**config.mk**
```make
export PLATFORM = sky130hd
export DESIGN_NAME = ctd_trap_dispatch
export DESIGN_NICKNAME = d
export VERILOG_FILES = /design/src/ctd_pkg.sv /design/src/ctd_trap_dispatch.sv
export SDC_FILE = /design/constraint.sdc
export NUM_CORES = 1
export LEC_CHECK = 0
export BUFFER_PORTS_ARGS = -buffer_cell sky130_fd_sc_hd__buf_4
export CAP_MARGIN = 30
export CORE_ASPECT_RATIO = 0.6
export CORE_MARGIN = 4
export CORE_UTILIZATION = 52
export CTS_BUF_LIST = sky130_fd_sc_hd__clkbuf_8
export DETAILED_ROUTE_END_ITERATION = 12
export PLACE_DENSITY_LB_ADDON = 0.08
export SLEW_MARGIN = 10
export SYNTH_ARGS = -nofsm -noshare
export SYNTH_HDL_FRONTEND = slang
export SYNTH_SLANG_ARGS = --single-unit
```
**constraint.sdc**
```tcl
create_clock -name clk -period 6.6 [get_ports clk]
set_clock_uncertainty 0.1 [all_clocks]
set_input_delay 1.32 -clock clk [delete_from_list [all_inputs] [get_ports clk]]
set_output_delay 1.32 -clock clk [all_outputs]
set_load 0.005 [all_outputs]
```
**src/ctd_pkg.sv**
```systemverilog
// package: cause tables, states and carriers for the trap dispatch unit
package ctd_pkg;

  // source count and async source count
  localparam int CTD_NUM_SRC = 24;
  localparam int CTD_NUM_ASYNC = 4;
  localparam int CTD_SEL_W = 5;

  // async source positions inside the pending vector
  localparam int CTD_AS_NMI_EXT = 0;
  localparam int CTD_AS_WATCHDOG = 1;
  localparam int CTD_AS_CLK_LOSS = 2;
  localparam int CTD_AS_STORE = 3;

  // priority slots of special sources (lower slot wins)
  localparam logic [4:0] CTD_SLOT_NMI = 5'h00;
  localparam logic [4:0] CTD_SLOT_STORE = 5'h01;
  localparam logic [4:0] CTD_SLOT_UFLOW = 5'h02;
  localparam logic [4:0] CTD_SLOT_SYSCALL = 5'h17;

  // vector table stride: one handler slot is 32 bytes
  localparam int CTD_VEC_SHIFT = 5;

  // class reserved for reset, never raised
  localparam logic [2:0] CTD_CLASS_RESET = 3'h0;
  localparam logic [7:0] CTD_ID_RESET = 8'h00;

  // class per priority slot
  localparam logic [2:0] CTD_SRC_CLASS [CTD_NUM_SRC] = '{
    3'h7, 3'h4, 3'h3, 3'h4, 3'h1, 3'h1, 3'h2, 3'h1, 3'h3, 3'h3, 3'h3, 3'h3,
    3'h3, 3'h3, 3'h1, 3'h1, 3'h1, 3'h1, 3'h2, 3'h2, 3'h4, 3'h5, 3'h5, 3'h6};

  // identification number per priority slot (syscall slot is overridden)
  localparam logic [7:0] CTD_SRC_ID [CTD_NUM_SRC] = '{
    8'h00, 8'h03, 8'h04, 8'h01, 8'h04, 8'h01, 8'h01, 8'h07, 8'h01, 8'h02, 8'h03, 8'h05,
    8'h06, 8'h07, 8'h02, 8'h03, 8'h05, 8'h06, 8'h04, 8'h05, 8'h02, 8'h01, 8'h02, 8'h00};

  // entry sequencer states
  typedef enum logic [1:0] {
    CTD_ST_IDLE = 2'b00,
    CTD_ST_SAVE = 2'b01,
    CTD_ST_WRID = 2'b10,
    CTD_ST_LAUNCH = 2'b11
  } ctd_state_t;

  // synchronous trap conditions, slot 2 at bit 0 up to slot 22 at bit 20
  typedef struct packed {
    logic sticky_arith_overflow_trap;
    logic arith_overflow_trap;
    logic load_bus_error_trap;
    logic invalid_addr_trap;
    logic misalignment_trap;
    logic null_address_trap;
    logic peripheral_access_trap;
    logic write_access_trap;
    logic read_access_trap;
    logic return_depth_error_trap;
    logic context_kind_error_trap;
    logic context_list_underflow_trap;
    logic call_depth_under_trap;
    logic call_depth_over_trap;
    logic free_list_depleted_trap;
    logic global_reg_write_trap;
    logic illegal_opcode_trap;
    logic protected_instr_trap;
    logic execute_access_trap;
    logic fetch_bus_error_trap;
    logic free_list_underflow_trap;
  } ctd_sync_t;

  // two-part cause code
  typedef struct packed {
    logic [2:0] trap_class_number;
    logic [7:0] trap_id_number;
  } ctd_cause_t;

endpackage : ctd_pkg

```
**src/ctd_trap_dispatch.sv**
```systemverilog
// trap dispatch unit: picks one trap, aborts, saves pc, writes id, redirects; underflow skips save and id write
module ctd_trap_dispatch
  import ctd_pkg::*;
#(
  parameter int PC_W = 32,
  parameter int PRIO_W = 8
) (
  input wire logic clk, // 25 MHz cpu clock
  input wire logic rst_n, // async reset, active low
  input wire ctd_sync_t sync_trap_i, // instruction-side trap conditions
  input wire logic [PC_W-1:0] faulting_instr_pc_i, // pc of instruction in progress
  input wire logic [PC_W-1:0] following_instr_pc_i, // pc of next instruction
  input wire logic service_call_trap_i, // syscall executing
  input wire logic [7:0] service_call_imm_i, // syscall immediate
  input wire logic nmi_ext_i, // external non-maskable pulse
  input wire logic watchdog_i, // watchdog expiry pulse
  input wire logic clk_loss_i, // clock generator lost lock pulse
  input wire logic store_bus_error_trap_i, // store bus error pulse
  input wire logic [PC_W-1:0] store_err_pc_i, // pc of erring store
  input wire logic [PC_W-1:0] trap_vec_base_i, // trap vector table base
  input wire logic [PC_W-1:0] uflow_handler_pc_i, // dedicated underflow handler
  input wire logic [PRIO_W-1:0] current_priority_field_i, // live cpu priority
  output logic trap_abort_o, // abort instruction in progress
  output ctd_cause_t trap_cause_o, // class and id of delivered trap
  output logic ctx_save_o, // save context with return pc
  output logic [PC_W-1:0] saved_pc_o, // return pc
  output logic id_reg_we_o, // write trap_id_data_register
  output logic [31:0] id_reg_data_o, // value for trap_id_data_register
  output logic redirect_o, // fetch from handler_pc_o
  output logic [PC_W-1:0] handler_pc_o, // handler entry address
  output logic uflow_direct_o, // redirect is the direct underflow jump
  output logic busy_o, // entry sequence running
  output logic [PRIO_W-1:0] current_priority_field_o // priority seen by handler
);

  ////////////////////////////////////////////////////////////////////////////
  // reset release

  logic rst_meta_q;
  logic rst_sync_n;

  // two-stage release, assertion stays asynchronous
  always_ff @(posedge clk or negedge rst_n) begin
    if (!rst_n) begin
      rst_meta_q <= 1'b0;
      rst_sync_n <= 1'b0;
    end else begin
      rst_meta_q <= 1'b1;
      rst_sync_n <= rst_meta_q;
    end
  end

  ////////////////////////////////////////////////////////////////////////////
  // pending asynchronous sources

  logic [CTD_NUM_ASYNC-1:0] async_in;
  logic [CTD_NUM_ASYNC-1:0] pend_q;
  logic [CTD_NUM_ASYNC-1:0] pend_d;
  logic [CTD_NUM_ASYNC-1:0] pend_clr;
  logic [PC_W-1:0] store_pc_q;
  logic [PC_W-1:0] store_pc_d;
  logic take;
  logic [CTD_SEL_W-1:0] sel;

  assign async_in[CTD_AS_NMI_EXT] = nmi_ext_i;
  assign async_in[CTD_AS_WATCHDOG] = watchdog_i;
  assign async_in[CTD_AS_CLK_LOSS] = clk_loss_i;
  assign async_in[CTD_AS_STORE] = store_bus_error_trap_i;

  // one delivery covers all three non-maskable sources
  assign pend_clr[CTD_AS_NMI_EXT] = take && (sel == CTD_SLOT_NMI);
  assign pend_clr[CTD_AS_WATCHDOG] = take && (sel == CTD_SLOT_NMI);
  assign pend_clr[CTD_AS_CLK_LOSS] = take && (sel == CTD_SLOT_NMI);
  assign pend_clr[CTD_AS_STORE] = take && (sel == CTD_SLOT_STORE);

  // outside events are held until delivered; a new event beats the clear
  genvar gi;
  generate
    for (gi = 0; gi < CTD_NUM_ASYNC; gi++) begin : g_pend
      always_comb begin
        pend_d[gi] = async_in[gi] || (pend_q[gi] && !pend_clr[gi]);
      end
    end
  endgenerate

  // no queue: a second store error before delivery overwrites the pc
  always_comb begin
    store_pc_d = store_bus_error_trap_i ? store_err_pc_i : store_pc_q;
  end

  always_ff @(posedge clk or negedge rst_sync_n) begin
    if (!rst_sync_n) begin
      pend_q <= '0;
      store_pc_q <= '0;
    end else begin
      pend_q <= pend_d;
      store_pc_q <= store_pc_d;
    end
  end

  ////////////////////////////////////////////////////////////////////////////
  // source vector and fixed priority

  logic [CTD_NUM_SRC-1:0] src_vec;
  logic any_src;
  ctd_state_t state_q;
  ctd_state_t state_d;

  // slot order: nmi, store, sync conditions bit 0 upward, syscall last
  assign src_vec = {service_call_trap_i, sync_trap_i, pend_q[CTD_AS_STORE],
                    |pend_q[CTD_AS_CLK_LOSS:CTD_AS_NMI_EXT]};
  assign any_src = |src_vec;

  // lowest slot wins; walking downward leaves the lowest set slot
  always_comb begin
    sel = '0;
    for (int i = CTD_NUM_SRC - 1; i >= 0; i--) begin
      if (src_vec[i]) begin
        sel = CTD_SEL_W'(i);
      end
    end
  end

  // no enable, mask or disable term exists on this path
  assign take = (state_q == CTD_ST_IDLE) && any_src;
  assign trap_abort_o = take;

  ////////////////////////////////////////////////////////////////////////////
  // cause, return pc and handler address

  ctd_cause_t cause_q;
  ctd_cause_t cause_d;
  logic [PC_W-1:0] saved_pc_q;
  logic [PC_W-1:0] saved_pc_d;
  logic [PC_W-1:0] handler_pc_q;
  logic [PC_W-1:0] handler_pc_d;
  logic uflow_q;
  logic uflow_d;
  logic [PRIO_W-1:0] prio_q;
  logic [PRIO_W-1:0] prio_d;

  // table lookup gives class and id of each slot; syscall id from its immediate
  always_comb begin
    cause_d = cause_q;
    saved_pc_d = saved_pc_q;
    handler_pc_d = handler_pc_q;
    uflow_d = uflow_q;
    if (take) begin
      cause_d.trap_class_number = CTD_SRC_CLASS[sel];
      cause_d.trap_id_number = CTD_SRC_ID[sel];
      if (sel == CTD_SLOT_SYSCALL) begin
        cause_d.trap_id_number = service_call_imm_i;
      end
      // return pc: next for syscall and nmi, erring store pc, else faulting pc
      if (sel == CTD_SLOT_SYSCALL || sel == CTD_SLOT_NMI) begin
        saved_pc_d = following_instr_pc_i;
      end else if (sel == CTD_SLOT_STORE) begin
        saved_pc_d = store_pc_q;
      end else begin
        saved_pc_d = faulting_instr_pc_i;
      end
      uflow_d = (sel == CTD_SLOT_UFLOW);
      if (sel == CTD_SLOT_UFLOW) begin
        handler_pc_d = uflow_handler_pc_i;
      end else begin
        handler_pc_d = trap_vec_base_i +
          (PC_W'(CTD_SRC_CLASS[sel]) << CTD_VEC_SHIFT);
      end
    end
  end

  // priority is tracked only outside entry, never written by a trap
  always_comb begin
    prio_d = (state_q == CTD_ST_IDLE && !take) ? current_priority_field_i : prio_q;
  end

  always_ff @(posedge clk or negedge rst_sync_n) begin
    if (!rst_sync_n) begin
      cause_q <= '{trap_class_number: CTD_CLASS_RESET, trap_id_number: CTD_ID_RESET};
      saved_pc_q <= '0;
      handler_pc_q <= '0;
      uflow_q <= 1'b0;
      prio_q <= '0;
    end else begin
      cause_q <= cause_d;
      saved_pc_q <= saved_pc_d;
      handler_pc_q <= handler_pc_d;
      uflow_q <= uflow_d;
      prio_q <= prio_d;
    end
  end

  ////////////////////////////////////////////////////////////////////////////
  // entry sequencer

  // save, then id write, then redirect; underflow jumps straight to launch
  always_comb begin
    state_d = state_q;
    case (state_q)
      CTD_ST_IDLE: begin
        if (take) begin
          state_d = (sel == CTD_SLOT_UFLOW) ? CTD_ST_LAUNCH : CTD_ST_SAVE;
        end
      end
      CTD_ST_SAVE: begin
        state_d = CTD_ST_WRID;
      end
      CTD_ST_WRID: begin
        state_d = CTD_ST_LAUNCH;
      end
      CTD_ST_LAUNCH: begin
        state_d = CTD_ST_IDLE;
      end
      default: begin
        state_d = CTD_ST_IDLE;
      end
    endcase
  end

  always_ff @(posedge clk or negedge rst_sync_n) begin
    if (!rst_sync_n) begin
      state_q <= CTD_ST_IDLE;
    end else begin
      state_q <= state_d;
    end
  end

  // strobes decode the state register; data comes from flops
  assign ctx_save_o = (state_q == CTD_ST_SAVE);
  assign id_reg_we_o = (state_q == CTD_ST_WRID);
  assign redirect_o = (state_q == CTD_ST_LAUNCH);
  assign busy_o = (state_q != CTD_ST_IDLE);
  assign uflow_direct_o = uflow_q && redirect_o;
  assign trap_cause_o = cause_q;
  assign saved_pc_o = saved_pc_q;
  assign handler_pc_o = handler_pc_q;
  assign id_reg_data_o = {24'h00_0000, cause_q.trap_id_number};
  assign current_priority_field_o = prio_q;
endmodule : ctd_trap_dispatch

```
# Yosys cells after proc, flatten, opt, wreduce, memory -nomap -nowiden
# Memory sizes are Yosys's and may differ from the RTL's.
# Index checks and enable logic that the tools add are counted.
# totals
regBits,124
mem_bits_ro,352
inputBits,204
mem_count,2
# mem_list
name,words,word_bits,rd,rd_clocked_by_memory_dff,wr,line,source
(name not given),32,8,1,0,0,ctd_trap_dispatch.sv:150,cause_d.trap_id_number = CTD_SRC_ID[sel];
(name not given),32,3,1,0,0,ctd_trap_dispatch.sv:167,(PC_W'(CTD_SRC_CLASS[sel]) << CTD_VEC_SHIFT);
# classes
addsub,1
magnitude_cmp,1
eq_ne,7
mux,35
bitwise,1
reduce_logical,22
# ops
op,count
5-bit 2-to-1 mux,24
32-bit 2-to-1 mux,3
32-bit by 8-bit adder with 32-bit output,1
26-bit OR reduction,1
8-bit 2-to-1 mux,3
1-bit logical AND,9
2-bit one-hot mux with 4 select lines,1
6-bit >= comparator (second input constant),1
3-bit 2-to-1 mux,2
5-bit NOT with 6-bit output,1
5-bit by 1-bit equality test with 1-bit output (second input constant),1
5-bit by 2-bit equality test with 1-bit output (second input constant),1
5-bit equality test (second input constant),1
5-bit logical NOT,1
1-bit logical OR,5
2-bit equality test (second input constant),2
2-bit 2-to-1 mux,2
1-bit logical NOT,3
3-bit OR reduction,1
2-bit by 1-bit equality test with 1-bit output (second input constant),1
2-bit logical NOT,1
2-bit inequality test (second input constant),1
2-bit nonzero test,1

# Logic depth before layout (Yosys ltp)
# depth
ltp_word,30
ltp_mapped,18

# Worst setup path after synthesis
# No wires, ideal clock.
# synth_path
path_kind,input -> register
startpoint,input port sync_trap_i[12] (netlist name)
endpoint,register handler_pc_q[28] (netlist: handler_pc_o[28])
setup_time_ps,124
arrival_ps,4537
required_ps,6376
path_slack_ps,1838
cell_stages,17
path_buffers,0
path_cell_list,inv_1 > o21ai_0 > o221a_2 > a211oi_1 > o21ai_0 > inv_1 > ha_1 > a22o_1 > a221o_1 > ha_1 > a21o_1 > a21oi_1 > nor4_1 > nand3_1 > xnor2_1 > nand3_1 > nand3_1
# synth_via
elab_chain_cells,21
word_cells_on_any_way,24
cone_classes,1 x add/sub; 1 x eq/ne; 18 x mux; 1 x bitwise; 2 x reduce/logical; 1 x memory
# synth_rtl
element,line,source
"start, declared",ctd_trap_dispatch.sv:10,"input wire ctd_sync_t sync_trap_i,"
5-bit 2-to-1 mux (15 in series),ctd_trap_dispatch.sv:118,if (src_vec[i]) begin
5-bit NOT with 6-bit output (not written as such),ctd_trap_dispatch.sv:167,
memory 32 x 3 bit,--,
3-bit 2-to-1 mux (not written as such) (2 in series),ctd_trap_dispatch.sv:167,
32-bit by 8-bit adder with 32-bit output,ctd_trap_dispatch.sv:166,handler_pc_d = trap_vec_base_i +
32-bit 2-to-1 mux,ctd_trap_dispatch.sv:163,if (sel == CTD_SLOT_UFLOW) begin
"end signal, assigned",ctd_trap_dispatch.sv:187,handler_pc_q <= handler_pc_d;
"end, declared",ctd_trap_dispatch.sv:135,logic [PC_W-1:0] handler_pc_q;
# Parallel ways exist; a longest one is shown, timed or not. The select of a mux whose other input is x is not followed.
# A chain may end at the register's enable or synchronous reset.

# Final worst setup path
# layout_path
startpoint,input port sync_trap_i[12] (netlist name)
endpoint,register handler_pc_q[30] (netlist: handler_pc_o[30])
# Same word-level chain as after synthesis.

==> flow_metrics.tcl <==
set metrics [dict create \
    outcome "finished clean" \
    final_util_pct 74.4 \
    drtAntennaViolNets 0 \
    final_area_mm2 0.00962 \
    yosys.area.top_type "dfrtp_1" \
    routed_wl_mm 21.9 \
    syn_avg_cell_area_um2 9.84 \
    grt.total_usage_pct 28.3 \
    synthTopCellsByCount "124 x dfrtp_1, 92 x nand2_1, 47 x nor2_1" \
    layout-drive-gt1-share_pct 39.7 \
    synth_top_area_share_pct 44.7 \
    antennaDiodeCount 0 \
    report.final.setup_viol 0 \
    clkSlewWorstSetupHoldPaths_ps 80 \
    route.detailed.drc 0 \
    total_power_mw 3.04 \
    synth_edf_count 0 \
    rows 32 \
    grt_pass1_vias 6723 \
    routabilityCongestion 0.957 \
    synthArstFlopShare_pct 100 \
    dp.final_hpwl_mm 16.6 \
    irDropWorstVdd_mv 0.212 \
    core_area_mm2 0.0129 \
    htreeDepth 4 \
    p_per_area_mw_per_mm2 316 \
    cts_tree "built" \
    netlist-cell-type-count 60 \
    fin_nets 1207 \
    maxCapViolCount 0 \
    cts_resized 0 \
    cts_buffers 17 \
    dp.cells 1137 \
    cts.sinks 124 \
    hp-class "flop to async pin" \
    pin_count 325 \
    placement.cell_area_mm2 0.00915 \
    worst_slew_pin_slew_ps 907 \
    synth_top_family_by_area "simple AND/OR/NAND/NOR gates" \
    worstSkewPairLatency_ps 420 \
    maxSlewViolCount 0 \
    critPathKind "input pin to flop" \
    viasPerCell 5.54 \
    clockBufferDepth 2 \
    hold_violations 0 \
    fp.dieW_um 157 \
    grt_pass1_wl_mm 34.6 \
    antenna_found_initial 0 \
    synthFlopType "dfrtp_1" \
    numPortBuffers 300 \
    yosysMostFrequentCell "dfrtp_1" \
    start_util_pct 53.7 \
    pre_cts_slack_ps 989 \
    grt.overflow.total 0 \
    period_share_pct 79.1 \
    vias 6487 \
    die_area_mm2 0.0153 \
    fmax_mhz 192 \
    crit_path_end_kind "flop" \
    max_slew_margin_pct 39.5 \
    root_buffer "clkbuf_8" \
    synthAdderAreaFrac_pct 2.99 \
    synth_seq_cells 124 \
    yosys-mux-area-fraction_pct 12.8 \
    grt_max_degree 88 \
    synthTopCellsByArea "dfrtp_1 45%, mux2_2 6.7%, mux2i_1 5.8%" \
    seq_area_frac_synth_pct 44.7 \
    stdcell_count 1170 \
    ctsHoldBuffers 0 \
    p_leak_nw 4.67 \
    firstDrtPassIters 7 \
    rsz0062_at_grt "false" \
    fin_crit_ps 5220 \
    arrival_ps 5470 \
    whs_ps 185 \
    drt_iter0_markers 441 \
    area_delta_synth_final_pct 38.6 \
    cp_max_fo 7 \
    syn_inst 705 \
    setup_tns_ps 0 \
    yosysWarnings 0 \
    syn-cell-area_mm2 0.00694 \
    n_fill_cell 918 \
    die_h_um 97.5 \
    layout_setup_ws_ps 1380 \
    post_drt_wl_per_cell_um 18.7 \
    synth-simple-area-share_pct 13.9 \
    worst-endpoint-required_ps 6850 \
    synth-compound-area-share_pct 13.5 \
    synth-xor-area-share_pct 3.15 \
    cts_setup_buffers 0 \
    startpoint_type "input pin" \
]
layer usage:
metal,GRT usage [%],part of all wire [%],vias to the layer above
li1,-,-,2986
met1,36.3,40,3146
met2,46.0,48,321
met3,8.77,9.8,34
met4,8.86,2.0,0
met5,0,0,-
cell type report:
class,count,area [um^2],area share (%)
Tap cell,170,213,2.21
Sequential cell,124,3110,32.3
Inverter,45,169,1.76
Clock inverter,15,211,2.20
Clock buffer,17,234,2.43
Multi-Input combinational cell,491,3320,34.5
Timing Repair Buffer,308,2370,24.7
cells in the final DEF (no fill, tap or decap), types with 6 or more instances in the layout:
| cell | instances |
|---|---|
| buf_4 | 304 |
| dfrtp_1 | 123 |
| nand2_1 | 92 |
| nor2_1 | 47 |
| inv_1 | 45 |
| mux2_2 | 41 |
| mux2i_1 | 40 |
| o21ai_0 | 39 |
| o221ai_1 | 32 |
| conb_1 | 25 |
| xnor2_1 | 23 |
| a21oi_1 | 21 |
| nand3_1 | 17 |
| clkbuf_8 | 17 |
| ha_1 | 15 |
| nor3_1 | 9 |
| a31oi_1 | 8 |
| a22o_1 | 7 |
| nand4_1 | 7 |
| and3_1 | 6 |
sequential cells by signal, summed over array words and instances, names as in the netlist:
| name | flops |
|---|---|
| trap_cause_o | 3 |
| rst_meta_q | 1 |
| store_pc_q | 32 |
| uflow_q | 1 |
| rst_sync_n | 1 |
| saved_pc_o | 32 |
| current_priority_field_o | 8 |
| state_q | 2 |
| id_reg_data_o | 8 |
| pend_q | 4 |
| handler_pc_o | 32 |
critical path, stage by stage:
cell and delay [ps]:
buf_4 110, inv_1 40, o21ai_0 230, o221a_2 240, a211oi_1 80, o21ai_0 570, inv_1 190, ha_1 330
a22o_1 230, a221o_1 360, ha_1 300, a21o_1 100, a21oi_1 150, nor4_1 620, nand2_1 150, xnor2_1 220
nand3_1 110, nand3_1 120
kinds of logic (layout without fill, tap and decap cells):
family                     after synthesis  in the layout
adders and majority gates               16             16
DFF                                    124            124
AOI/OAI and AO/OA                      136            136
muxes                                   83             83
other                                    2             25
buffers and inverters                  113            385
xor gates and xnor gates                25             25
and+or+nand+nor                        206            206
where the power goes:
group / switching, mW / internal, mW
logic: 0.564 / 0.572
clock network: 0.336 / 0.420
registers: 0.152 / 0.998
worst paths after layout:
| path | end | slack, ps | from | cells after the start |
|---|---|---|---|---|
| worst max-delay path | handler_pc_o[30] | 1380 | sync_trap_i[12] | 18 |
| worst min-delay path | saved_pc_o[21] | 190 | rst_sync_n | 0 |
| worst max register to register | handler_pc_o[29] | 2120 | pend_q[3] | 17 |
| worst min register to register | saved_pc_o[21] | 190 | rst_sync_n | 0 |
| max in group asynchronous | id_reg_data_o[2] | 5040 | rst_sync_n | 2 |
| min in group clk | rst_sync_n | 250 | rst_meta_q | 0 |
Note: power is estimated with default switching activity, not from simulation.
